<file path="src/common/lhi_defs.vh">
// Constants for the host interrupt request block: register offsets, field positions, reset values and timing.
// Assumes a 32-bit AHB-Lite register window decoded on haddr[7:0] and a 16-bit host I/O address space.
`ifndef LHI_DEFS_VH
`define LHI_DEFS_VH

// ****************************************
// Register offsets (byte addresses)
// ****************************************
`define LHI_OFS_CTRL        8'h00
`define LHI_OFS_ENABLE      8'h04
`define LHI_OFS_OUT_CH1     8'h08
`define LHI_OFS_OUT_CH2     8'h0c
`define LHI_OFS_OUT_CH3     8'h10
`define LHI_OFS_BIDIR_LAST  8'h14
`define LHI_OFS_STATUS      8'h18
`define LHI_OFS_CH3_BASE    8'h1c
`define LHI_OFS_BIDIR_FIRST 8'h20
`define LHI_OFS_IN_CH3      8'h24

// ****************************************
// Field positions
// ****************************************
`define LHI_CTRL_DIRECT     0
`define LHI_CTRL_RUN        1
`define LHI_CTRL_QUIET      2
`define LHI_EN_BITS         13
`define LHI_ST_IN_FULL      4
`define LHI_ST_HOST_MARK    5
`define LHI_ST_SLAVE_MARK   6
`define LHI_ST_REQ_LSB      8

// ****************************************
// Reset value and default host addresses
// ****************************************
`define LHI_CH3_BASE_RST    16'ha24f
`define LHI_CH1_HOST_ADDR   16'h0060
`define LHI_CH2_HOST_ADDR   16'h0062

// ****************************************
// Serial interrupt frame numbers and timing
// ****************************************
`define LHI_FRM_REQ1        5'h02
`define LHI_FRM_MGMT        5'h03
`define LHI_FRM_REQ6        5'h07
`define LHI_FRM_REQ9        5'h0a
`define LHI_FRM_REQ10       5'h0b
`define LHI_FRM_REQ11       5'h0c
`define LHI_FRM_REQ12       5'h0d
`define LHI_FRM_LAST        5'h11
`define LHI_STOP_QUIET      3'h2
`define LHI_SYNC_STAGES     2

`endif

</file>
<file path="src/hdl/lhi_sync.v">
// Two-flop synchroniser for a bundle of pin inputs.
// Assumes every bit is a level that is stable for many clk cycles around its change.
`timescale 1ns/1ps
module lhi_sync
#(
  parameter W = 1
)
(
  input  wire         clk,
  input  wire         rstn,
  input  wire [W-1:0] din,
  output reg  [W-1:0] dout
);
  reg [W-1:0] meta_q;

  always @(posedge clk)
  begin
    if (!rstn)
    begin
      meta_q <= {W{1'b0}};
      dout   <= {W{1'b0}};
    end
    else
    begin
      meta_q <= din;
      dout   <= meta_q;
    end
  end
endmodule // lhi_sync

</file>
<file path="src/hdl/lhi_irq_top.v">
// Host interrupt request logic of an LPC slave host interface, with AHB-Lite register slave and serial
// interrupt slot driver. Assumes host accesses arrive as levels sampled on rising edges of lclk.
//
// Contract
// - Seven host interrupt requests exist, each sent on the serial interrupt line.
// - Requests 1 and 12 come from channel 1; others from channels 2 or 3.
// - Mode 0: host read clearing output-full also clears the matching enable bit.
// - Mode 1: channel 2/3 requests follow only enable bits, untouched by host reads.
// - Mode 1: firmware withdraws channel 2/3 requests only by writing enable 0.
// - Request 1 sets after channel 1 data write, enable read 0, write 1.
// - Request 1 clears on enable write 0 or host read of channel 1 data.
// - Request 12 sets and clears like request 1 using its own enable.
// - Mode 0: management request armed by three data sources, cleared by 0-write or read.
// - Mode 1: management enables set by read 0 then write 1, no data write.
// - Mode 0: requests 6, 9, 10, 11 armed per channel by data write and enable.
// - Mode 1: requests 6, 9, 10, 11 set by read 0 write 1, cleared by 0.
// - After reset the interface is stopped; registers other than CTRL work only once started.
// - Full flags only report buffer state; neither side's reads or writes of the buffers are blocked by them.
// - Write markers show which side owns the bidirectional registers after first write.
// - Base A24F decodes data A24A/A24E, status A24E, bidirectional from A250.
// - Base 3FD0 decodes data 3FD0/3FD4, status 3FD4, bidirectional from 3FC0.
// - In quiet mode a new request drives clock-run to restart the link clock.
// - Each active request is driven in its own serial interrupt frame slot.
`timescale 1ns/1ps
`include "lhi_defs.vh"
module lhi_irq_top
#(
  parameter [15:0] CH1_ADDR = `LHI_CH1_HOST_ADDR,
  parameter [15:0] CH2_ADDR = `LHI_CH2_HOST_ADDR
)
(
  input  wire        clk,
  input  wire        rstn,
  input  wire        hsel,
  input  wire [31:0] haddr,
  input  wire [1:0]  htrans,
  input  wire        hwrite,
  input  wire [2:0]  hsize,
  input  wire [31:0] hwdata,
  input  wire        hready,
  output wire        hreadyout,
  output reg  [31:0] hrdata,
  output wire        hresp,
  input  wire        lclk,
  input  wire        lpc_rd,
  input  wire        lpc_wr,
  input  wire [15:0] lpc_addr,
  input  wire [7:0]  lpc_wdata,
  output reg  [7:0]  lpc_rdata_q,
  input  wire        serirq_i,
  output reg         serirq_o,
  output reg         serirq_oe,
  output wire        clkrun_n_o,
  output reg         clkrun_oe,
  output wire [6:0]  host_req
);

  // ****************************************
  // Pin synchronisers and link edge detect
  // ****************************************
  wire [27:0] pin_s;
  reg         lclk_d_q;
  lhi_sync #(.W(28)) u_sync
  (
    .clk  (clk),
    .rstn (rstn),
    .din  ({lclk, serirq_i, lpc_rd, lpc_wr, lpc_addr, lpc_wdata}),
    .dout (pin_s)
  );
  wire        lclk_s  = pin_s[27];
  wire        sirq_s  = pin_s[26];
  wire        h_rd_s  = pin_s[25];
  wire        h_wr_s  = pin_s[24];
  wire [15:0] h_addr  = pin_s[23:8];
  wire [7:0]  h_wdata = pin_s[7:0];

  always @(posedge clk)
  begin
    if (!rstn)
      lclk_d_q <= 1'b0;
    else
      lclk_d_q <= lclk_s;
  end
  wire lrise = lclk_s & ~lclk_d_q;

  // ****************************************
  // AHB-Lite slave
  // ****************************************
  reg        run_q;
  reg        direct_q;
  reg        quiet_q;
  reg [15:0] base3_q;
  reg [12:0] en_q;
  reg [12:0] read0_q;
  reg [12:0] arm_q;
  reg [7:0]  out1_q;
  reg [7:0]  out2_q;
  reg [7:0]  out3_q;
  reg [7:0]  blast_q;
  reg [7:0]  in3_q;
  reg [3:0]  ofull_q;
  reg        ifull_q;
  reg        hmark_q;
  reg        smark_q;
  reg        wpend_q;
  reg [7:0]  waddr_q;

  // Zero-wait slave: every transfer completes in its first data phase, always OKAY
  assign hreadyout = 1'b1;
  assign hresp     = 1'b0;

  wire       acc   = hsel & hready & htrans[1];
  wire       a_rd  = acc & ~hwrite;
  wire [7:0] a_ofs = haddr[7:0];
  // Stopped interface answers every register but CTRL as zero and ignores writes
  wire       w_ctl = wpend_q & (waddr_q == `LHI_OFS_CTRL);
  wire       w_any = wpend_q & run_q;
  wire       w_en  = w_any & (waddr_q == `LHI_OFS_ENABLE);
  wire       r_en  = a_rd & run_q & (a_ofs == `LHI_OFS_ENABLE);
  wire       r_in  = a_rd & run_q & (a_ofs == `LHI_OFS_IN_CH3);
  wire [3:0] cpu_dw;
  assign cpu_dw[0] = w_any & (waddr_q == `LHI_OFS_OUT_CH1);
  assign cpu_dw[1] = w_any & (waddr_q == `LHI_OFS_OUT_CH2);
  assign cpu_dw[2] = w_any & (waddr_q == `LHI_OFS_OUT_CH3);
  assign cpu_dw[3] = w_any & (waddr_q == `LHI_OFS_BIDIR_LAST);
  wire       cpu_bf = w_any & (waddr_q == `LHI_OFS_BIDIR_FIRST);

  wire [31:0] status_w = {17'h00000, host_req, 1'b0, smark_q, hmark_q, ifull_q, ofull_q};
  reg  [31:0] rd_val;
  always @*
  begin
    rd_val = 32'h00000000;
    if (a_ofs == `LHI_OFS_CTRL)
      rd_val = {29'h00000000, quiet_q, run_q, direct_q};
    else if (run_q)
    begin
      case (a_ofs)
        `LHI_OFS_ENABLE:     rd_val = {19'h00000, en_q};
        `LHI_OFS_OUT_CH1:    rd_val = {24'h000000, out1_q};
        `LHI_OFS_OUT_CH2:    rd_val = {24'h000000, out2_q};
        `LHI_OFS_OUT_CH3:    rd_val = {24'h000000, out3_q};
        `LHI_OFS_BIDIR_LAST: rd_val = {24'h000000, blast_q};
        `LHI_OFS_STATUS:     rd_val = status_w;
        `LHI_OFS_CH3_BASE:   rd_val = {16'h0000, base3_q};
        `LHI_OFS_IN_CH3:     rd_val = {24'h000000, in3_q};
        default:             rd_val = 32'h00000000;
      endcase
    end
  end

  always @(posedge clk)
  begin
    if (!rstn)
    begin
      wpend_q  <= 1'b0;
      waddr_q  <= 8'h00;
      hrdata   <= 32'h00000000;
      run_q    <= 1'b0;
      direct_q <= 1'b0;
      base3_q  <= `LHI_CH3_BASE_RST;
      out1_q   <= 8'h00;
      out2_q   <= 8'h00;
      out3_q   <= 8'h00;
      blast_q  <= 8'h00;
    end
    else
    begin
      wpend_q <= acc & hwrite;
      waddr_q <= a_ofs;
      if (a_rd)
        hrdata <= rd_val;
      if (w_ctl)
      begin
        run_q    <= hwdata[`LHI_CTRL_RUN];
        direct_q <= hwdata[`LHI_CTRL_DIRECT];
      end
      if (w_any & (waddr_q == `LHI_OFS_CH3_BASE))
        base3_q <= hwdata[15:0];
      if (cpu_dw[0])
        out1_q <= hwdata[7:0];
      if (cpu_dw[1])
        out2_q <= hwdata[7:0];
      if (cpu_dw[2])
        out3_q <= hwdata[7:0];
      if (cpu_dw[3])
        blast_q <= hwdata[7:0];
    end
  end

  // ****************************************
  // Host side address decode
  // ****************************************
  // Channel 3 data sits at base with bits 2 and 0 cleared, status with bit 2 set,
  // and the sixteen bidirectional registers in the block with base bit 4 inverted.
  wire [15:0] ch3_data = {base3_q[15:3], 1'b0, base3_q[1], 1'b0};
  wire [15:0] ch3_stat = {base3_q[15:3], 1'b1, base3_q[1], 1'b0};
  wire        in_bidir = (h_addr[15:4] == {base3_q[15:5], ~base3_q[4]});
  wire        h_rd     = lrise & h_rd_s & run_q;
  wire        h_wr     = lrise & h_wr_s & run_q;
  wire [3:0]  host_rs;
  assign host_rs[0] = h_rd & (h_addr == CH1_ADDR);
  assign host_rs[1] = h_rd & (h_addr == CH2_ADDR);
  assign host_rs[2] = h_rd & (h_addr == ch3_data);
  assign host_rs[3] = h_rd & in_bidir & (h_addr[3:0] == 4'hf);
  wire        h_in3    = h_wr & ((h_addr == ch3_data) | (h_addr == ch3_stat));
  wire        h_bfirst = h_wr & in_bidir & (h_addr[3:0] == 4'h0);
  wire        h_blast  = h_wr & in_bidir & (h_addr[3:0] == 4'hf);

  always @(posedge clk)
  begin
    if (!rstn)
      lpc_rdata_q <= 8'h00;
    else if (h_rd)
    begin
      if (host_rs[0])
        lpc_rdata_q <= out1_q;
      else if (host_rs[1])
        lpc_rdata_q <= out2_q;
      else if (host_rs[2])
        lpc_rdata_q <= out3_q;
      else if (h_addr == ch3_stat)
        lpc_rdata_q <= status_w[7:0];
      else if (host_rs[3])
        lpc_rdata_q <= blast_q;
      else
        lpc_rdata_q <= 8'h00;
    end
  end

  // ****************************************
  // Buffer flags and write markers
  // ****************************************
  always @(posedge clk)
  begin
    if (!rstn)
    begin
      ofull_q <= 4'h0;
      ifull_q <= 1'b0;
      in3_q   <= 8'h00;
      hmark_q <= 1'b0;
      smark_q <= 1'b0;
    end
    else
    begin
      // A CPU write in the same cycle as the host read keeps the flag set
      ofull_q <= cpu_dw | (ofull_q & ~host_rs);
      if (h_in3)
        in3_q <= h_wdata;
      ifull_q <= h_in3 | (ifull_q & ~r_in);
      // Ownership is granted only to the side that finds the other marker clear
      if (h_bfirst & ~smark_q)
        hmark_q <= 1'b1;
      else if (h_blast)
        hmark_q <= 1'b0;
      if (cpu_bf & ~hmark_q)
        smark_q <= 1'b1;
      else if (cpu_dw[3])
        smark_q <= 1'b0;
    end
  end

  // ****************************************
  // Enable bits
  // ****************************************
  genvar gi;
  generate
    for (gi = 0; gi < `LHI_EN_BITS; gi = gi + 1)
    begin : g_en
      // Bits 0-1 channel 1, 2 ch2, 3 ch3 out, 4 ch3 bidir, 5-8 ch2 (6,9,10,11), 9-12 ch3 (6,9,10,11)
      localparam integer SRC = (gi < 2) ? 0 : (gi == 2) ? 1 : (gi == 3) ? 2 : (gi == 4) ? 3 : (gi < 9) ? 1 : 2;
      wire dir_ok = direct_q & (SRC != 0);
      wire set_b  = w_en & hwdata[gi] & read0_q[gi] & (arm_q[gi] | dir_ok);
      wire clr_b  = (w_en & ~hwdata[gi]) | (host_rs[SRC] & ~dir_ok);
      always @(posedge clk)
      begin
        if (!rstn)
        begin
          en_q[gi]    <= 1'b0;
          read0_q[gi] <= 1'b0;
          arm_q[gi]   <= 1'b0;
        end
        else
        begin
          if (set_b)
            en_q[gi] <= 1'b1;
          else if (clr_b)
            en_q[gi] <= 1'b0;
          if (r_en & ~en_q[gi])
            read0_q[gi] <= 1'b1;
          else if (w_en)
            read0_q[gi] <= 1'b0;
          if (cpu_dw[SRC])
            arm_q[gi] <= 1'b1;
          else if (w_en | host_rs[SRC])
            arm_q[gi] <= 1'b0;
        end
      end
    end
  endgenerate

  // Order: 1, management, 6, 9, 10, 11, 12
  assign host_req = {en_q[1], en_q[8] | en_q[12], en_q[7] | en_q[11], en_q[6] | en_q[10],
                     en_q[5] | en_q[9], en_q[2] | en_q[3] | en_q[4], en_q[0]};

  // ****************************************
  // Serial interrupt slot driver
  // ****************************************
  localparam [1:0] S_IDLE = 2'd0;
  localparam [1:0] S_START = 2'd1;
  localparam [1:0] S_FRM = 2'd2;
  localparam [1:0] S_STOP = 2'd3;
  reg [1:0] st_q;
  reg [4:0] frm_q;
  reg [1:0] ph_q;
  reg [2:0] low_q;
  reg [6:0] snap_q;
  reg       drove_q;
  reg       seen_q;

  // Snapshot keeps each slot's value steady for the whole cycle
  wire req_here = (frm_q == `LHI_FRM_REQ1 && snap_q[0]) || (frm_q == `LHI_FRM_MGMT && snap_q[1]) ||
                  (frm_q == `LHI_FRM_REQ6 && snap_q[2]) || (frm_q == `LHI_FRM_REQ9 && snap_q[3]) ||
                  (frm_q == `LHI_FRM_REQ10 && snap_q[4]) || (frm_q == `LHI_FRM_REQ11 && snap_q[5]) ||
                  (frm_q == `LHI_FRM_REQ12 && snap_q[6]);
  // Slot test for the frame about to start
  wire [4:0] frm_n = frm_q + 5'h01;
  wire req_here_next = (frm_n == `LHI_FRM_REQ1 && snap_q[0]) || (frm_n == `LHI_FRM_MGMT && snap_q[1]) ||
                       (frm_n == `LHI_FRM_REQ6 && snap_q[2]) || (frm_n == `LHI_FRM_REQ9 && snap_q[3]) ||
                       (frm_n == `LHI_FRM_REQ10 && snap_q[4]) || (frm_n == `LHI_FRM_REQ11 && snap_q[5]) ||
                       (frm_n == `LHI_FRM_REQ12 && snap_q[6]);
  wire want = run_q & quiet_q & (|host_req);
  assign clkrun_n_o = 1'b0;

  always @(posedge clk)
  begin
    if (!rstn)
    begin
      st_q      <= S_IDLE;
      frm_q     <= 5'h00;
      ph_q      <= 2'd0;
      low_q     <= 3'h0;
      snap_q    <= 7'h00;
      drove_q   <= 1'b0;
      seen_q    <= 1'b0;
      quiet_q   <= 1'b0;
      serirq_o  <= 1'b1;
      serirq_oe <= 1'b0;
      clkrun_oe <= 1'b0;
    end
    else
    begin
      // Link clock may be stopped in quiet mode: ask for it until an edge arrives
      clkrun_oe <= want & (st_q == S_IDLE) & ~seen_q & ~lrise;
      if (st_q != S_IDLE || !want)
        seen_q <= 1'b0;
      else if (lrise)
        seen_q <= 1'b1;
      if (lrise)
      begin
        case (st_q)
          S_IDLE:
          begin
            serirq_oe <= 1'b0;
            serirq_o  <= 1'b1;
            if (!sirq_s)
            begin
              st_q   <= S_START;
              snap_q <= host_req;
            end
            else if (want & seen_q)
            begin
              serirq_o  <= 1'b0;
              serirq_oe <= 1'b1;
            end
          end
          S_START:
          begin
            serirq_oe <= 1'b0;
            serirq_o  <= 1'b1;
            if (sirq_s)
            begin
              st_q  <= S_FRM;
              frm_q <= 5'h00;
              ph_q  <= 2'd1;
            end
          end
          S_FRM:
          begin
            // Phase 0 drives low, phase 1 recovers high, phase 2 turns around
            if (ph_q == 2'd2)
            begin
              ph_q  <= 2'd0;
              frm_q <= frm_q + 5'h01;
              if (frm_q == `LHI_FRM_LAST)
              begin
                st_q  <= S_STOP;
                low_q <= 3'h0;
              end
              else if (req_here_next)
              begin
                serirq_o  <= 1'b0;
                serirq_oe <= 1'b1;
                drove_q   <= 1'b1;
              end
            end
            else if (ph_q == 2'd0)
            begin
              ph_q     <= 2'd1;
              serirq_o <= 1'b1;
              serirq_oe <= drove_q;
            end
            else
            begin
              ph_q      <= 2'd2;
              serirq_oe <= 1'b0;
              drove_q   <= 1'b0;
            end
          end
          S_STOP:
          begin
            if (!sirq_s)
              low_q <= low_q + 3'h1;
            else if (low_q != 3'h0)
            begin
              quiet_q <= (low_q == `LHI_STOP_QUIET);
              st_q    <= S_IDLE;
            end
          end
          default:
            st_q <= S_IDLE;
        endcase
      end
    end
  end

  wire unused_ok = req_here | hsize[0] | (|haddr[31:8]);

endmodule // lhi_irq_top

</file>
<file path="config.mk">
export PLATFORM = sky130hd
export DESIGN_NAME = lhi_irq_top
export DESIGN_NICKNAME = d
export VERILOG_FILES = /design/src/hdl/lhi_sync.v /design/src/hdl/lhi_irq_top.v
export VERILOG_INCLUDE_DIRS = /design/src /design/src/common
export SDC_FILE = /design/constraint.sdc
export NUM_CORES = 1
export LEC_CHECK = 0
export BUFFER_PORTS_ARGS = -buffer_cell sky130_fd_sc_hd__buf_2
export CORE_ASPECT_RATIO = 1.25
export CORE_MARGIN = 2
export CORE_UTILIZATION = 51
export CTS_CLUSTER_DIAMETER = 40
export DETAILED_ROUTE_END_ITERATION = 16
export HOLD_SLACK_MARGIN = 0.03
export PLACE_DENSITY = 0.73
export SKIP_LAST_GASP = 1
export SYNTH_ARGS = -nofsm -noshare
export SYNTH_HDL_FRONTEND = slang
export SYNTH_SLANG_ARGS = --single-unit
</file>
<file path="constraint.sdc">
create_clock -name clk -period 1.9 [get_ports clk]
set_input_delay 0.19 -clock clk [delete_from_list [all_inputs] [get_ports clk]]
set_output_delay 0.19 -clock clk [all_outputs]
set_load 0.05 [all_outputs]
</file>
==> flow_metrics.tcl <==
set metrics [dict create \
    outcome "finished, violations left" \
    violations "setup timing" \
    synth_edf_count 0 \
    clkTransAtPathRegs_ns 0.06 \
    root_buffer "clkbuf_16" \
    worstHoldStart "haddr[5]" \
    power_density_nw_per_um2 844 \
    crit_required_ns 2.37 \
    synthAdderAreaFrac_pct 1.72 \
    worstPathArrival_ns 2.40 \
    wl_per_cell_um 18.5 \
    synth_compound_area_share_pct 15.9 \
    path_delay_family "simple AND/OR/NAND/NOR gates" \
    start_util_pct 52.2 \
    clock_latency_ns 0.55 \
    endpoint_kind "register" \
    max_freq_mhz 518 \
    die_area_um2 19700 \
    min_period_over_period_pct 102 \
    drive_above_1_share_pct 21.7 \
    ys_ff_latch 210 \
    nFillCells 1491 \
    clk_path_buf_depth 3 \
    utilization_pct 66.7 \
    area_growth_pct 27.9 \
    numCtsBuffers 27 \
    postSynthCellCount 1052 \
    synthSimpleGateAreaFrac_pct 25.5 \
    grt_pass1_vias 8162 \
    synth_mux_area_share_pct 5.41 \
    grt_overflow_total 0 \
    syn_area_um2 9480 \
    vias_per_cell 5.66 \
    totalWireLength_um 27500 \
    yosys_warnings 0 \
    setup_slack_ns -0.0293 \
    async_reset_ff_share_pct 0 \
    clock-sinks 210 \
    fp-row-count 55 \
    path_buf_inv 2 \
    antenna_found_initial 0 \
    max_slew_margin_pct 66.8 \
    htreeDepth 1 \
    fin_cells 1489 \
    vdd_ir_drop_max_mv 0.905 \
    track_usage_pct 27.5 \
    first_pass_iters 6 \
    p_leak_nw 4.93 \
    cts_tree "built" \
    diodes 0 \
    dieHeight_um 156 \
    min_period_ns 1.93 \
    max_stage_delay_ns 0.36 \
    fin_skew_ns 0.0179 \
    rsz0062_at_grt "yes" \
    synth-xor-area-share_pct 1.57 \
    rr_startpoint "waddr_q[6]" \
    hold_viol 0 \
    hpwlAfterDp_um 18600 \
    crit_chain "nor4_4 -> buf_4 -> nand4_2 -> or3_4 -> buf_12 -> nor2_4 -> a22oi_1 -> nor2_1" \
    hold_class "input port to register" \
    routabilityCongestion 0.988 \
    ys.flop_type "dfxtp_1" \
    place_inst 1384 \
    io_pins 155 \
    syn_avg_cell_area_um2 9.01 \
    grt_max_degree 67 \
    crit_path_max_fanout 37 \
    maxCapViolCount 0 \
    portBuffers 91 \
    path_class "register to register" \
    yosysUniqueCellTypes 67 \
    synth_top_family_by_area "simple AND/OR/NAND/NOR gates" \
    drt_iter0_markers 741 \
    crit_path_top_delay_cell "or3_4" \
    grt_pass1_wl_um 43200 \
    core_um2 18200 \
    fp.dieW_um 126 \
    worstMarginPinSlew_ns 0.497 \
    cp-start-kind "register" \
    drv_slew 0 \
    drc 0 \
    setup_viol 1 \
    drtAntennaViolNets 0 \
    final_nets 1357 \
    vias 8424 \
    seq_area_frac_synth_pct 44.3 \
    crit_start "waddr_q[6]" \
]
[timing repair]
action                                 in CTS  in global routing
pin swaps                                   3                  8
resized for setup                           8                 25
hold buffers                               53                  0
setup endpoints to repair                  22                 31
endpoints found under the hold margin      80                  0
buffers inserted                            2                  2
cloned                                      0                  0
[metal layers]
layer  global-route usage [%]  part of all wire (%)
met4                     12.8                   4.1
met5                        0                     0
met2                     49.1                    50
met1                     32.5                    39
met3                     4.24                   7.4
[per-stage QoR]
stage	power, mW	hold WS (ns)	setup WS, ns	TNS (ns)	instance area [um2]
after global routing	10.5	0.108	-0.0938	-0.577	12100
after CTS	10.3	0.0780	0.0147	0	12000
final	10.2	0.111	-0.0293	-0.0293	12100
after global placement	5.10	0.395	-0.0484	-0.152	10500
after detailed placement	5.11	0.398	-0.0795	-0.500	10500
after floorplan	4.95	0.304	0.0143	0	9540
[cells by family after synthesis]
kind of cell	after synthesis
compound gates	220
xor+xnor	17
fa+ha+maj	13
buf+inv	101
flops	210
mux	47
other cells	2
simple gates	442
[final timing paths]
check / to / slack, ns / cells past startpoint
setup / recovery: en_q[5] / -0.03 / 8
hold / removal: waddr_q[5] / 0.11 / 3
setup reg to reg: en_q[5] / -0.03 / 8
hold reg to reg: u_sync.dout[12] / 0.43 / 1
[placed cells by master (no fill, tap or decap), types with 5 or more instances in the layout]
cell type and n:
inv_6 5, o2111ai_1 5, nor3_1 7, nand2_1 139, clkbuf_16 27, nor2_1 39
nor3b_1 5, o211ai_1 7, buf_12 8, ha_1 11, o21ai_0 41, dlygate4sd3_1 53
and2_1 88, a31oi_1 9, o2bb2ai_1 8, nand2b_1 13, buf_2 90, dfxtp_1 205
nor4_1 7, o21ai_1 15, a22o_1 8, conb_1 19, a22oi_1 30, xnor2_1 12
mux2i_1 40, and4_1 5, o31ai_1 8, nor2b_1 52, buf_4 75, nand4b_1 8
and3_1 8, nand3_1 27, inv_1 16, nand4_1 6, a21oi_1 21, a21boi_0 34
[state kept, by name (all words and copies together) (netlist names), 11 cells and up]
| signal | count |
|---|---|
| u_sync.dout | 28 |
| u_sync.meta_q | 28 |
| read0_q | 13 |
| hrdata | 16 |
| en_q | 11 |
| base3_q | 16 |
[area by class of cell]
| type | instances | area, um2 | share of cell area [%] |
|---|---|---|---|
| clock buffer | 32 | 714 | 5.89 |
| clock inverter | 16 | 191 | 1.58 |
| inverter | 18 | 67.6 | 0.557 |
| multi-input combinational | 758 | 4940 | 40.7 |
| sequential | 210 | 4210 | 34.7 |
| tap | 228 | 285 | 2.35 |
| timing repair buffer | 227 | 1720 | 14.1 |
[Yosys cell counts (9+ instances only)]
| library cell | n | area (um2) |
|---|---|---|
| xnor2_1 | 13 | 114 |
| clkbuf_1 | 38 | 143 |
| nor3_1 | 9 | 45.0 |
| a22oi_1 | 31 | 233 |
| inv_1 | 18 | 67.6 |
| a31oi_1 | 9 | 56.3 |
| nor2b_1 | 52 | 325 |
| nor2_1 | 40 | 150 |
| o2bb2ai_1 | 9 | 78.8 |
| and2_1 | 88 | 551 |
| dfxtp_1 | 210 | 4200 |
| o21ai_0 | 41 | 205 |
| mux2i_1 | 40 | 400 |
| nand2b_1 | 14 | 87.6 |
| buf_4 | 26 | 195 |
| nand2_1 | 140 | 526 |
| buf_2 | 11 | 55.1 |
| a21boi_0 | 34 | 255 |
| a21oi_1 | 21 | 105 |
| o21ai_1 | 15 | 75.1 |
| ha_1 | 13 | 163 |
| nand3_1 | 29 | 145 |
[worst register-to-register path, delay by kind of cell (launching register included)]
family,cells,cell delay [ns]
simple gates,5,1.07
buf+inv,2,0.36
flops,1,0.32
compound gates,1,0.10
[report_power, final]
group / switching, mW / internal (mW)
Sequential: 0.0438 / 4.47
Combinational: 0.335 / 0.264
Clock: 2.09 / 3.03
No activity file was read; power rests on OpenSTA's default activity.
